`config.mk`:
```
export PLATFORM = sky130hd
export DESIGN_NAME = nested_vectored_irq_ctrl
export DESIGN_NICKNAME = d
export VERILOG_FILES = /design/src/rtl/irq_ctrl_pkg.sv /design/src/rtl/nested_vectored_irq_ctrl.sv
export SDC_FILE = /design/constraint.sdc
export NUM_CORES = 1
export LEC_CHECK = 0
export ABC_CLOCK_PERIOD_IN_PS = 49700
export BUFFER_PORTS_ARGS = -buffer_cell sky130_fd_sc_hd__buf_2
export CAP_MARGIN = 20
export CORE_MARGIN = 1.5
export CORE_UTILIZATION = 42
export CTS_CLUSTER_SIZE = 30
export DETAILED_ROUTE_END_ITERATION = 7
export PLACE_DENSITY = 0.67
export SETUP_SLACK_MARGIN = 0.5
export SLEW_MARGIN = 0
export SYNTH_ARGS = -nofsm -noshare
export SYNTH_HDL_FRONTEND = slang
export SYNTH_SLANG_ARGS = --single-unit
```
`constraint.sdc`:
```
create_clock -name pclk -period 49.7 [get_ports pclk]
set_clock_uncertainty 0.05 [all_clocks]
set_input_delay 7.455 -clock pclk [delete_from_list [all_inputs] [get_ports pclk]]
set_output_delay 7.455 -clock pclk [all_outputs]
set_load 0.005 [all_outputs]
```
`src/rtl/irq_ctrl_pkg.sv`:
```
// Shared constants for the nested interrupt pending and priority logic.
package irq_ctrl_pkg;

  // Documented sizes: interrupt count and width of one priority field.
  localparam int DEF_NUM_IRQ = 36;
  localparam int PRIO_W = 3;
  localparam int ID_W = 6;

  // APB register byte offsets.
  localparam logic [7:0] OFF_SET_SET_PENDING_BANK_ZERO = 8'h00;
  localparam logic [7:0] OFF_SET_PEND1 = 8'h04;
  localparam logic [7:0] OFF_CLR_SET_PENDING_BANK_ZERO = 8'h08;
  localparam logic [7:0] OFF_CLR_PEND1 = 8'h0C;
  localparam logic [7:0] OFF_ACTIVE0 = 8'h10;
  localparam logic [7:0] OFF_ACTIVE1 = 8'h14;
  localparam logic [7:0] OFF_MODE0 = 8'h18;
  localparam logic [7:0] OFF_MODE1 = 8'h1C;
  localparam logic [7:0] OFF_PRIO0 = 8'h20;
  localparam logic [7:0] OFF_SW_TRIG = 8'h40;
  localparam logic [7:0] OFF_GROUPING = 8'h44;
  localparam logic [7:0] OFF_REQ_STATUS = 8'h48;
  localparam logic [7:0] OFF_INT_STATUS = 8'h4C;
  localparam logic [7:0] OFF_INT_MASK = 8'h50;

  // Register layout figures.
  localparam int BANK_W = 32;
  localparam int PRIO_PER_WORD = 8;
  localparam int PRIO_NIBBLE = 4;
  localparam int WORD_BYTES = 4;
  localparam int SUB_W = 2;
  localparam int REQ_VALID_LSB = 0;
  localparam int REQ_ID_LSB = 8;
  localparam int REQ_PRIO_LSB = 16;
  localparam int REQ_GROUP_LSB = 20;
  localparam int REQ_SUB_LSB = 24;

  // Event bits of the interrupt status and mask registers.
  localparam int EVT_W = 2;
  localparam int EVT_NMI = 0;
  localparam int EVT_REQ = 1;

  // Reset values.
  localparam logic [PRIO_W-1:0] PRIO_RESET = 3'h0;
  localparam logic [SUB_W-1:0] SUB_RESET = 2'h0;
  localparam logic [EVT_W-1:0] MASK_RESET = 2'h0;
  localparam logic [PRIO_W-1:0] PRIO_LEAST = 3'h7;

endpackage : irq_ctrl_pkg

```
`src/rtl/nested_vectored_irq_ctrl.sv`:
```
// Pending, active and priority logic of the nested vectored interrupt controller with an APB register port.
//
// Behaviour
// Thirty-six interrupt inputs, each with a programmable priority from 0 to 7.
// Lower priority number is more urgent; level 0 wins.
// Priority splits into group priority and subpriority by a programmable grouping.
// Priority may be rewritten at run time; next arbitration uses the new level.
// One external non-maskable input is accepted besides the peripheral interrupts.
// Pulse inputs are sampled on the rising clock edge and detected pulses latched.
// A pulse source holds its line high at least one clock cycle.
// A level source holds its line high until it no longer needs service.
// Input seen high while the interrupt is not active makes it pending.
// A rising edge on an input makes that interrupt pending.
// Software set-pending bit or trigger register naming the interrupt makes it pending.
// Service routine entry clears pending and marks the interrupt active.
// Level interrupt return resamples input: high gives pending, low gives inactive.
// A pulse during an active pulse interrupt makes it pending and active.
// Pulse interrupt returning while pending stays pending for immediate re-entry.
// Pulse interrupt without new pulse during its routine returns to inactive.
// Clear-pending on level interrupt: no change if input high, else inactive.
// Clear-pending on pulse interrupt: pending to inactive, active-and-pending to active.
// Most urgent pending interrupt is presented; ties go to the lower number.
//
// Design decisions made here: the register addresses and the APB interface to the registers.
`timescale 1ns/1ps

module nested_vectored_irq_ctrl
  import irq_ctrl_pkg::*;
#(
  parameter int NUM_IRQ = DEF_NUM_IRQ
)
(
  input wire logic pclk,
  input wire logic presetn,
  input wire logic psel,
  input wire logic penable,
  input wire logic pwrite,
  input wire logic [7:0] paddr,
  input wire logic [31:0] pwdata,
  output logic [31:0] prdata,
  output logic pready,
  output logic pslverr,
  input wire logic [NUM_IRQ-1:0] irq_line,
  input wire logic nmi_pin,
  input wire logic isr_enter,
  input wire logic [ID_W-1:0] isr_enter_id,
  input wire logic isr_return,
  input wire logic [ID_W-1:0] isr_return_id,
  output logic req_valid,
  output logic [ID_W-1:0] req_id,
  output logic [PRIO_W-1:0] req_prio,
  output logic [PRIO_W-1:0] req_group,
  output logic [PRIO_W-1:0] req_sub,
  output logic nmi_req,
  output logic [NUM_IRQ-1:0] pending,
  output logic [NUM_IRQ-1:0] active,
  output logic irq_out
);

  localparam int PRIO_WORDS = (NUM_IRQ + PRIO_PER_WORD - 1) / PRIO_PER_WORD;

  // Whole state of the block, registered by one process.
  typedef struct packed {
    logic [NUM_IRQ-1:0] pend;
    logic [NUM_IRQ-1:0] act;
    logic [NUM_IRQ-1:0] pulse_mode;
    logic [NUM_IRQ-1:0] last_in;
    logic [NUM_IRQ*PRIO_W-1:0] prio;
    logic [SUB_W-1:0] sub_bits;
    logic [EVT_W-1:0] evt_stat;
    logic [EVT_W-1:0] evt_mask;
    logic nmi_s1;
    logic nmi_s2;
    logic nmi_prev;
    logic req_valid;
    logic [ID_W-1:0] req_id;
    logic [PRIO_W-1:0] req_prio;
    logic [PRIO_W-1:0] req_group;
    logic [PRIO_W-1:0] req_sub;
    logic [31:0] prdata;
    logic pslverr;
  } state_t;

  state_t s;
  state_t next_s;

  // Combinational next-state logic for bus, interrupt state and arbitration.
  always_comb
  begin
    logic setup;
    logic wr;
    logic hit;
    logic in_hi;
    logic rise;
    logic enter;
    logic ret;
    logic found;
    logic [63:0] set_wide;
    logic [63:0] clr_wide;
    logic [NUM_IRQ-1:0] set_sw;
    logic [NUM_IRQ-1:0] clr_sw;
    logic [PRIO_W-1:0] best_p;
    logic [ID_W-1:0] best_i;
    logic [31:0] rd;
    logic [EVT_W-1:0] evt_set;
    // Every field holds its value unless a branch below changes it.
    next_s = s;
    setup = psel && !penable;
    wr = psel && penable && pwrite;
    hit = 1'b0;
    rd = 32'h0000_0000;
    set_wide = 64'h0;
    clr_wide = 64'h0;
    found = 1'b0;
    best_p = PRIO_LEAST;
    best_i = '0;
    evt_set = '0;
    in_hi = 1'b0;
    rise = 1'b0;
    enter = 1'b0;
    ret = 1'b0;
    set_sw = '0;
    clr_sw = '0;

    // Read data and error flag are captured in the setup cycle.
    unique case (paddr)
      OFF_SET_SET_PENDING_BANK_ZERO, OFF_CLR_SET_PENDING_BANK_ZERO:
      begin
        hit = 1'b1;
        rd = 32'(s.pend);
      end
      OFF_SET_PEND1, OFF_CLR_PEND1:
      begin
        hit = 1'b1;
        rd = 32'(64'(s.pend) >> BANK_W);
      end
      OFF_ACTIVE0:
      begin
        hit = 1'b1;
        rd = 32'(s.act);
      end
      OFF_ACTIVE1:
      begin
        hit = 1'b1;
        rd = 32'(64'(s.act) >> BANK_W);
      end
      OFF_MODE0:
      begin
        hit = 1'b1;
        rd = 32'(s.pulse_mode);
      end
      OFF_MODE1:
      begin
        hit = 1'b1;
        rd = 32'(64'(s.pulse_mode) >> BANK_W);
      end
      OFF_SW_TRIG:
      begin
        hit = 1'b1;
      end
      OFF_GROUPING:
      begin
        hit = 1'b1;
        rd = 32'(s.sub_bits);
      end
      OFF_REQ_STATUS:
      begin
        hit = 1'b1;
        rd[REQ_VALID_LSB] = s.req_valid;
        rd[REQ_ID_LSB +: ID_W] = s.req_id;
        rd[REQ_PRIO_LSB +: PRIO_W] = s.req_prio;
        rd[REQ_GROUP_LSB +: PRIO_W] = s.req_group;
        rd[REQ_SUB_LSB +: PRIO_W] = s.req_sub;
      end
      OFF_INT_STATUS:
      begin
        hit = 1'b1;
        rd = 32'(s.evt_stat);
      end
      OFF_INT_MASK:
      begin
        hit = 1'b1;
        rd = 32'(s.evt_mask);
      end
      default:
      begin
        hit = 1'b0;
      end
    endcase

    // Priority words hold eight 3-bit fields, one per nibble.
    for (int k = 0; k < PRIO_WORDS; k++)
    begin
      if (paddr == 8'(OFF_PRIO0 + k * WORD_BYTES))
      begin
        hit = 1'b1;
        for (int j = 0; j < PRIO_PER_WORD; j++)
        begin
          if (k * PRIO_PER_WORD + j < NUM_IRQ)
          begin
            rd[j*PRIO_NIBBLE +: PRIO_W] = s.prio[(k*PRIO_PER_WORD+j)*PRIO_W +: PRIO_W];
          end
        end
      end
    end

    // Capturing in the setup cycle keeps read data steady through the access phase.
    if (setup)
    begin
      next_s.prdata = pwrite ? 32'h0000_0000 : rd;
      next_s.pslverr = !hit;
    end

    // Register writes take effect at the access edge; pready is always high.
    if (wr)
    begin
      unique case (paddr)
        OFF_SET_SET_PENDING_BANK_ZERO: set_wide[BANK_W-1:0] = pwdata;
        OFF_SET_PEND1: set_wide[2*BANK_W-1:BANK_W] = pwdata;
        OFF_CLR_SET_PENDING_BANK_ZERO: clr_wide[BANK_W-1:0] = pwdata;
        OFF_CLR_PEND1: clr_wide[2*BANK_W-1:BANK_W] = pwdata;
        OFF_MODE0: next_s.pulse_mode = NUM_IRQ'({32'(64'(s.pulse_mode) >> BANK_W), pwdata});
        OFF_MODE1: next_s.pulse_mode = NUM_IRQ'({pwdata, 32'(s.pulse_mode)});
        OFF_SW_TRIG:
        begin
          if (32'(pwdata[ID_W-1:0]) < NUM_IRQ)
          begin
            set_wide[pwdata[ID_W-1:0]] = 1'b1;
          end
        end
        OFF_GROUPING: next_s.sub_bits = pwdata[SUB_W-1:0];
        OFF_INT_MASK: next_s.evt_mask = pwdata[EVT_W-1:0];
        default:
        begin
        end
      endcase
      // Priority fields change in place; the next arbitration already uses them.
      for (int k = 0; k < PRIO_WORDS; k++)
      begin
        if (paddr == 8'(OFF_PRIO0 + k * WORD_BYTES))
        begin
          for (int j = 0; j < PRIO_PER_WORD; j++)
          begin
            if (k * PRIO_PER_WORD + j < NUM_IRQ)
            begin
              next_s.prio[(k*PRIO_PER_WORD+j)*PRIO_W +: PRIO_W] = pwdata[j*PRIO_NIBBLE +: PRIO_W];
            end
          end
        end
      end
    end

    // Bits above the implemented interrupts are dropped, so unknown numbers do nothing.
    set_sw = set_wide[NUM_IRQ-1:0];
    clr_sw = clr_wide[NUM_IRQ-1:0];

    // Per-interrupt state: exits and clears first, then sets, so a set wins.
    for (int i = 0; i < NUM_IRQ; i++)
    begin
      // Request lines share the clock, so they are used without synchronising.
      in_hi = irq_line[i];
      rise = in_hi && !s.last_in[i];
      enter = isr_enter && (isr_enter_id == ID_W'(i));
      ret = isr_return && (isr_return_id == ID_W'(i));
      next_s.last_in[i] = in_hi;
      // Routine entry moves the interrupt from pending to active.
      if (enter)
      begin
        next_s.pend[i] = 1'b0;
        next_s.act[i] = 1'b1;
      end
      // Return ends activity; a level source is resampled, a pulse keeps its pending bit.
      if (ret)
      begin
        next_s.act[i] = 1'b0;
        if (!s.pulse_mode[i])
        begin
          next_s.pend[i] = in_hi;
        end
      end
      // A level source that still asserts its line ignores a clear-pending write.
      if (clr_sw[i])
      begin
        if (s.pulse_mode[i])
        begin
          next_s.pend[i] = 1'b0;
        end
        else if (!in_hi)
        begin
          next_s.pend[i] = 1'b0;
          next_s.act[i] = 1'b0;
        end
      end
      // A high level pends only while the interrupt is not being served.
      if (!s.pulse_mode[i] && in_hi && !next_s.act[i])
      begin
        next_s.pend[i] = 1'b1;
      end
      // A new pulse pends even during its own routine, so it is never lost.
      if (s.pulse_mode[i] && rise)
      begin
        next_s.pend[i] = 1'b1;
      end
      // Software sets come last so they win over a clear in the same cycle.
      if (set_sw[i])
      begin
        next_s.pend[i] = 1'b1;
      end
    end

    // Strict compare keeps the lowest number among equal levels.
    for (int i = 0; i < NUM_IRQ; i++)
    begin
      if (s.pend[i] && (!found || s.prio[i*PRIO_W +: PRIO_W] < best_p))
      begin
        found = 1'b1;
        best_p = s.prio[i*PRIO_W +: PRIO_W];
        best_i = ID_W'(i);
      end
    end
    // Request outputs are registered, one edge behind the pending vector.
    next_s.req_valid = found;
    next_s.req_id = best_i;
    next_s.req_prio = best_p;
    next_s.req_group = best_p >> s.sub_bits;
    next_s.req_sub = best_p & PRIO_W'((4'h1 << s.sub_bits) - 4'h1);

    // External non-maskable input passes two flip-flops before use.
    next_s.nmi_s1 = nmi_pin;
    next_s.nmi_s2 = s.nmi_s1;
    next_s.nmi_prev = s.nmi_s2;

    // Event status: write one to clear, a new event in the same cycle wins.
    evt_set[EVT_NMI] = s.nmi_s2 && !s.nmi_prev;
    evt_set[EVT_REQ] = found && !s.req_valid;
    if (wr && paddr == OFF_INT_STATUS)
    begin
      next_s.evt_stat = s.evt_stat & ~pwdata[EVT_W-1:0];
    end
    next_s.evt_stat = next_s.evt_stat | evt_set;
  end

  // State register with asynchronous active-low reset.
  always_ff @(posedge pclk or negedge presetn)
  begin
    if (!presetn)
    begin
      // Request priority and group rest at the least urgent level until the first arbitration.
      s <= '0;
      s.prio <= {NUM_IRQ{PRIO_RESET}};
      s.sub_bits <= SUB_RESET;
      s.evt_mask <= MASK_RESET;
      s.req_prio <= PRIO_LEAST;
      s.req_group <= PRIO_LEAST;
    end
    else
    begin
      s <= next_s;
    end
  end

  // Outputs come from the state register; pready is tied high and irq_out gates event status with the mask.
  assign prdata = s.prdata;
  assign pready = 1'b1; // Zero wait states.
  assign pslverr = s.pslverr;
  assign req_valid = s.req_valid;
  assign req_id = s.req_id;
  assign req_prio = s.req_prio;
  assign req_group = s.req_group;
  assign req_sub = s.req_sub;
  assign nmi_req = s.nmi_s2;
  assign pending = s.pend;
  assign active = s.act;
  assign irq_out = |(s.evt_stat & s.evt_mask);

endmodule : nested_vectored_irq_ctrl

```
# --- Word-level counts from Yosys, hierarchy flattened ---
# Cells that the tools add are included.
totals:
  register_bits: 310
  output_inout_bits: 124
  elab_cells: 1289
classes:
  n_addsub: 1
  n_lt_le_gt_ge: 38
  eq_ne: 87
  n_shift: 2
  n_mux: 675
  n_bitwise: 7
  n_reduce_logical: 456
op_table:
  columns: ["cell", "n"]
  rows:
  - ["1-bit two-way mux", 548]
  - ["1-bit logical AND", 258]
  - ["3-bit two-way mux", 72]
  - ["6-bit two-way mux", 34]
  - ["6-bit by 5-bit equality test with 1-bit output (second input constant)", 32]
  - ["1-bit zero test", 147]
  - ["36-bit two-way mux", 3]
  - ["3-bit less-than comparator", 35]
  - ["6-bit by 4-bit equality test with 1-bit output (second input constant)", 16]
  - ["36-bit case mux with 2 select lines", 1]
  - ["32-bit two-way mux", 2]
  - ["32-bit case mux with 2 select lines", 1]
  - ["7-bit case mux with 9 select lines", 1]
  - ["6-bit by 3-bit equality test with 1-bit output (second input constant)", 8]
  - ["6-bit equality test (second input constant)", 8]
  - ["8-bit by 6-bit equality test with 1-bit output (second input constant)", 5]
  - ["8-bit by 7-bit equality test with 1-bit output (second input constant)", 5]
  - ["3-bit case mux with 4 select lines", 3]
  - ["1-bit logical OR", 35]
  - ["8-bit by 5-bit equality test with 1-bit output (second input constant)", 4]
  - ["6-bit by 2-bit equality test with 1-bit output (second input constant)", 4]
  - ["6-bit case mux with 4 select lines", 1]
  - ["8-bit by 4-bit equality test with 1-bit output (second input constant)", 2]
  - ["5-bit case mux with 3 select lines", 1]
  - ["26 further kinds", 40]

# --- Depth between registers and ports, before layout ---
logic_depth:
  word_depth: 143
  ltp_mapped: 259

# --- Worst setup path before layout ---
# OpenSTA, ideal clock, no wires.
synth_path:
  kind: "register to register"
  startpoint: "reg s (netlist bit pending[1])"
  endpoint: "reg req_group[1] (netlist name)"
  arrival_ps: 40014
  path_slack_ps: 9555
  path_stages_with_launch: 243
  synth_period_minus_slack_ps: 40145
  cell_sequence: "dfrtp_1 > buf_4 > nor2b_1 > a21oi_1 > inv_1 > ha_1 > o22ai_1 > and2_1 > buf_4 > a31oi_4 > mux2i_1 > ha_1 > nand2_1 > a21oi_1 > nor2_1 > mux2i_1 > inv_1 > ha_1 > (+207 left out) > nor2_1 > a21oi_1 > inv_1 > ha_1 > o2111ai_1 > nand3_1 > mux2_1 > inv_1 > ha_1 > a21oi_1 > nor2_1 > nor3b_1 > nand2_1 > or3_1 > and3_1 > buf_6 > mux4_2 > nor2b_1"
synth_rtl:
  columns: ["element", "line_no", "rtl"]
  rows:
  - ["start: declaration", "nested_vectored_irq_ctrl.sv:84", "state_t s;"]
  - ["start signal: assignment", "nested_vectored_irq_ctrl.sv:358", "s <= next_s;"]

==> summary.md <==
| Metric | Value |
|---|---|
| M3 GR Usage | 0.04417 |
| Power per Cell Area | about 64 mW/mm^2 |
| Top_reg_cell synth | dfrtp_1 |
| Vias in the first global route | 20340 |
| Crit path DAT | 45560 ps |
| Antenna viol nets, final | 0 |
| Sequential standard cell area | between 0.007 and 0.008 mm^2 |
| Slew Limit Fails | 0 |
| Critical path required time | 50100 ps |
| Cell-internal power | between 800 and 900 uW |
| Worst R2R Path Depth | roughly 240 |
| Grt met1 use | 0.4591 |
| CP most frequent cell | ha_1 |
| H-tree depth | 2 |
| Initial antenna violation count | 5 |
| Final Hold Fails | 0 |
| Starting DRT DRC Count | 2935 |
| Layout cell share with drive strength beyond 1 | 0.2086 |
| EDFF count, synth | 0 |
| Area growth syn-to-layout | 9.099% |
| WL/cell | between 20 and 30 um |
| Post-detail-place hpwl | just under 70000 um |
| CTS tree | done |
| Starting density of the core | 0.4261 |
| Sequential cell fraction of total power | 0.201 |
| Setup TNS | 0 ps |
| CP max-delay cell | dfrtp_1 |
| Num ports | between 200 and 250 |
| Grt peak-use layer | met2 |
| Asr flop ratio synth | 1.000 |
| Max FO, Critical Path | 12 |
| Clock-pin slew on the worst setup and hold paths | approximately 60 ps |
| Post-Syn Instances | 2527 |
| Hold depth | 0 |
| Tot GR Track Use | 0.3301 |
| Rows | between 80 and 90 |
| Logic pwr share | 0.625 |
| FF+latch count, synth | 310 |
| RSZ-0062 raised after global routing | false |
| Die Wd | around 230 um |
| Pre-CTS setup slack | approximately 4300 ps |
| Syn Std Cell Area | around 0.022 mm^2 |
| Initial DRT Pass Iterations | 8 |
| Hold WC Path Type | flop to flop |
| R2R setup slack | 4550 ps |
| Endpoint, Worst Hold | nmi_req$_DFF_PN0_ |
| Root Driver | clkbuf_16 |
| Clock power share | 0.174 |
| Pleak | a little over 0.01 uW |
| Sequential fraction of the synthesis area | 0.3545 |
| Avg Cell Area, Syn | ~8.7 um^2 |
| Worst-Margin Slew | roughly 1100 ps |
| Largest stage delay, worst path | 550 ps |
| CTS buffer count | 34 |
| P_sw | between 700 and 800 uW |
| Final worst slack | 4548 ps |
| Vias per inst | 6.657 |
| Gr ovfl total | 0 |
| CP endpoint kind | flop |
| Fin crit share | 0.9085 |
| Failing checks | DRC |
| R2r endpoint | req_group[1]$_DFF_PN1_ |
| IO buf count | 218 |
| Die height | about 230 um |
| Area of the multi-input gates | roughly 0.012 mm^2 |
| Worst vdd ir | 0.0001185 V |
| Switching share of power | 0.4664 |
| YS warnings | 0 |
| Critical hold path startpoint | next_s[50]$_DFF_PN0_ |
| Setup CP Type | flop to flop |
| Slew margin rel. | 0.2420 |
| Final min period | roughly 45000 ps |
| CP Launch Type | flop |
| Die ar. | 0.05353 mm^2 |
| Setup violations, final | 0 |
| Via count | roughly 22000 |
| Largest net degree at the start of global routing | between 100 and 150 |
| Synth cell types | roughly 120 |
| Layout Nets | between 2000 and 3000 |
| Core area | roughly 0.051 mm^2 |
| Synthesized net count | roughly 2700 |
| Met2 Usage GRT | 0.4935 |
| Layout filler cell count | about 5000 |
| Status | finished with violations |
| DRT Wirelength | between 90000 and 100000 um |
| Fmax | about 0.022 GHz |
| First-pass GRT wire length | between 100000 and 150000 um |
| Placer Congestion | between 1 and 1.5 |
| Worst-Skew Late Latency | roughly 540 ps |
| TritonCTS sink count | just over 300 |
| DRC viols | 9 |
| Maxcap violations | 0 |
| Clock buffer depth | 3 |
| Critical R2R Launch | pending[1]$_DFF_PN0_ |
==> worst max-delay path: cells and delay by family, from the launching register on <==
family	cells	cell delay [ps]
compound gates	86	16790
fa+ha+maj	34	8400
buf+inv	31	2160
flops	1	550
mux	22	6440
simple gates	68	10580
==> logic make-up (layout without fill, tap and decap cells) <==
family                     Yosys count  in the layout  synth area share
AOI/OAI and AO/OA                  794            794            0.2645
muxes                              161            161           0.08299
and+or+nand+nor                    900            900            0.1952
other                                1              2         0.0001712
DFF                                310            310            0.3545
adders and majority gates           45             45           0.02456
buffers and inverters              316            387           0.07808
==> layout make-up <==
class,instances,area share
Clock inverter,12,0.005969
Sequential cell,310,0.3249
Antenna cell,1,0.0001047
Clock buffer,47,0.04157
Timing Repair Buffer,245,0.05623
Multi-Input combinational cell,1901,0.5226
Tap cell,680,0.03560
Inverter,83,0.01304
==> power by group through the flow <==
stage / sequential, uW / combinational [uW] / clock (uW)
after floorplan: 295 / 737 / 0
after global placement: 309 / 901 / 0
after detailed placement: 309 / 903 / 0
after CTS: 304 / 913 / 265
after global routing: 306 / 1040 / 275
final: 306 / 949 / 264
==> placed cells by master (no fill, tap or decap), types with 9 or more instances in the layout <==
cell type / n
a2111oi_0: 9
a211oi_1: 24
a21o_1: 24
a21oi_1: 120
a221oi_1: 34
a222oi_1: 42
a22o_1: 19
a22oi_1: 26
a311oi_1: 14
a31oi_1: 44
and2_1: 20
and3_1: 31
buf_2: 217
buf_4: 25
clkbuf_16: 37
dfrtp_1: 304
ha_1: 35
inv_1: 82
maj3_1: 10
mux2_2: 131
mux2i_1: 22
nand2_1: 296
nand2b_1: 41
nand3_1: 52
nand3b_1: 15
nor2_1: 231
nor2b_1: 40
nor3_1: 53
nor4_1: 15
o211ai_1: 34
o21a_1: 14
o21ai_0: 166
o21ai_1: 9
o221ai_1: 18
o22ai_1: 27
o31ai_1: 13
o41ai_1: 14
or2_2: 24
or3_1: 20
==> registers in the layout (all words and copies together), names as in the netlist <==
signal / flops
s: 187
next_s: 1
req_valid: 1
prdata: 32
pslverr: 1
req_group: 3
pending: 36
req_id: 6
nmi_req: 1
active: 36
req_sub: 3
req_prio: 3
==> worst max-delay path by stage <==
stage                     cells after the start  slack, ps                 start                      to
final                                       241       4550  pending[1]$_DFF_PN0_  req_group[1]$_DFF_PN1_
after global routing                        244        510  pending[1]$_DFF_PN0_  req_group[1]$_DFF_PN1_
after CTS                                   242       4070  pending[1]$_DFF_PN0_  req_group[1]$_DFF_PN1_
after detailed placement                    242       4260  pending[1]$_DFF_PN0_  req_group[1]$_DFF_PN1_
after global placement                      241       5630  pending[1]$_DFF_PN0_  req_group[1]$_DFF_PN1_
after floorplan                             242       9560  pending[1]$_DFF_PN0_  req_group[1]$_DFF_PN1_
==> routing by layer <==
metal	up-vias	part of all wire
li1	9424	-
met1	10640	0.41
met2	1504	0.43
met3	256	0.099
met4	4	0.063
met5	-	0.00028
==> stage by stage <==
stage / util / instance area (um^2) / cells / hold WS [ps] / total power, uW
2_1_floorplan: - / 21900 / 2527 / 281.2 / 1031
3_3_place_gp: 0.4408 / 22660 / 3215 / 293.2 / 1210
3_5_place_dp: 0.4414 / 22690 / 3216 / 286.5 / 1212
4_1_cts: 0.4635 / 23820 / 3275 / 307.6 / 1482
5_1_grt: 0.4648 / 23900 / 3278 / 314.1 / 1617
6_report: 0.4649 / 23900 / 3279 / 305.4 / 1519
==> Yosys cell counts (all sizes together), types with 35 or more instances <==
| cell type | instances | area, um^2 |
|---|---|---|
| a21oi | 124 | 631.9 |
| a221oi | 35 | 312.8 |
| a222oi | 42 | 420.4 |
| a31oi | 45 | 296.5 |
| buf | 144 | 1049 |
| clkbuf | 89 | 350.3 |
| dfrtp | 304 | 7607 |
| ha | 35 | 437.9 |
| inv | 83 | 311.6 |
| mux2 | 136 | 1543 |
| nand2 | 297 | 1115 |
| nand2b | 42 | 262.8 |
| nand3 | 53 | 270.3 |
| nor2 | 240 | 903.4 |
| nor2b | 40 | 250.2 |
| nor3 | 54 | 275.3 |
| o211ai | 37 | 292.8 |
| o21ai | 180 | 923.4 |
==> what timing repair did <==
item                                    CTS  global route
hold buffers                              0             0
buffers inserted                          0             2
resized for setup                         0            10
endpoints found under the setup margin    0            15
(Power assumes the default switching activity.)
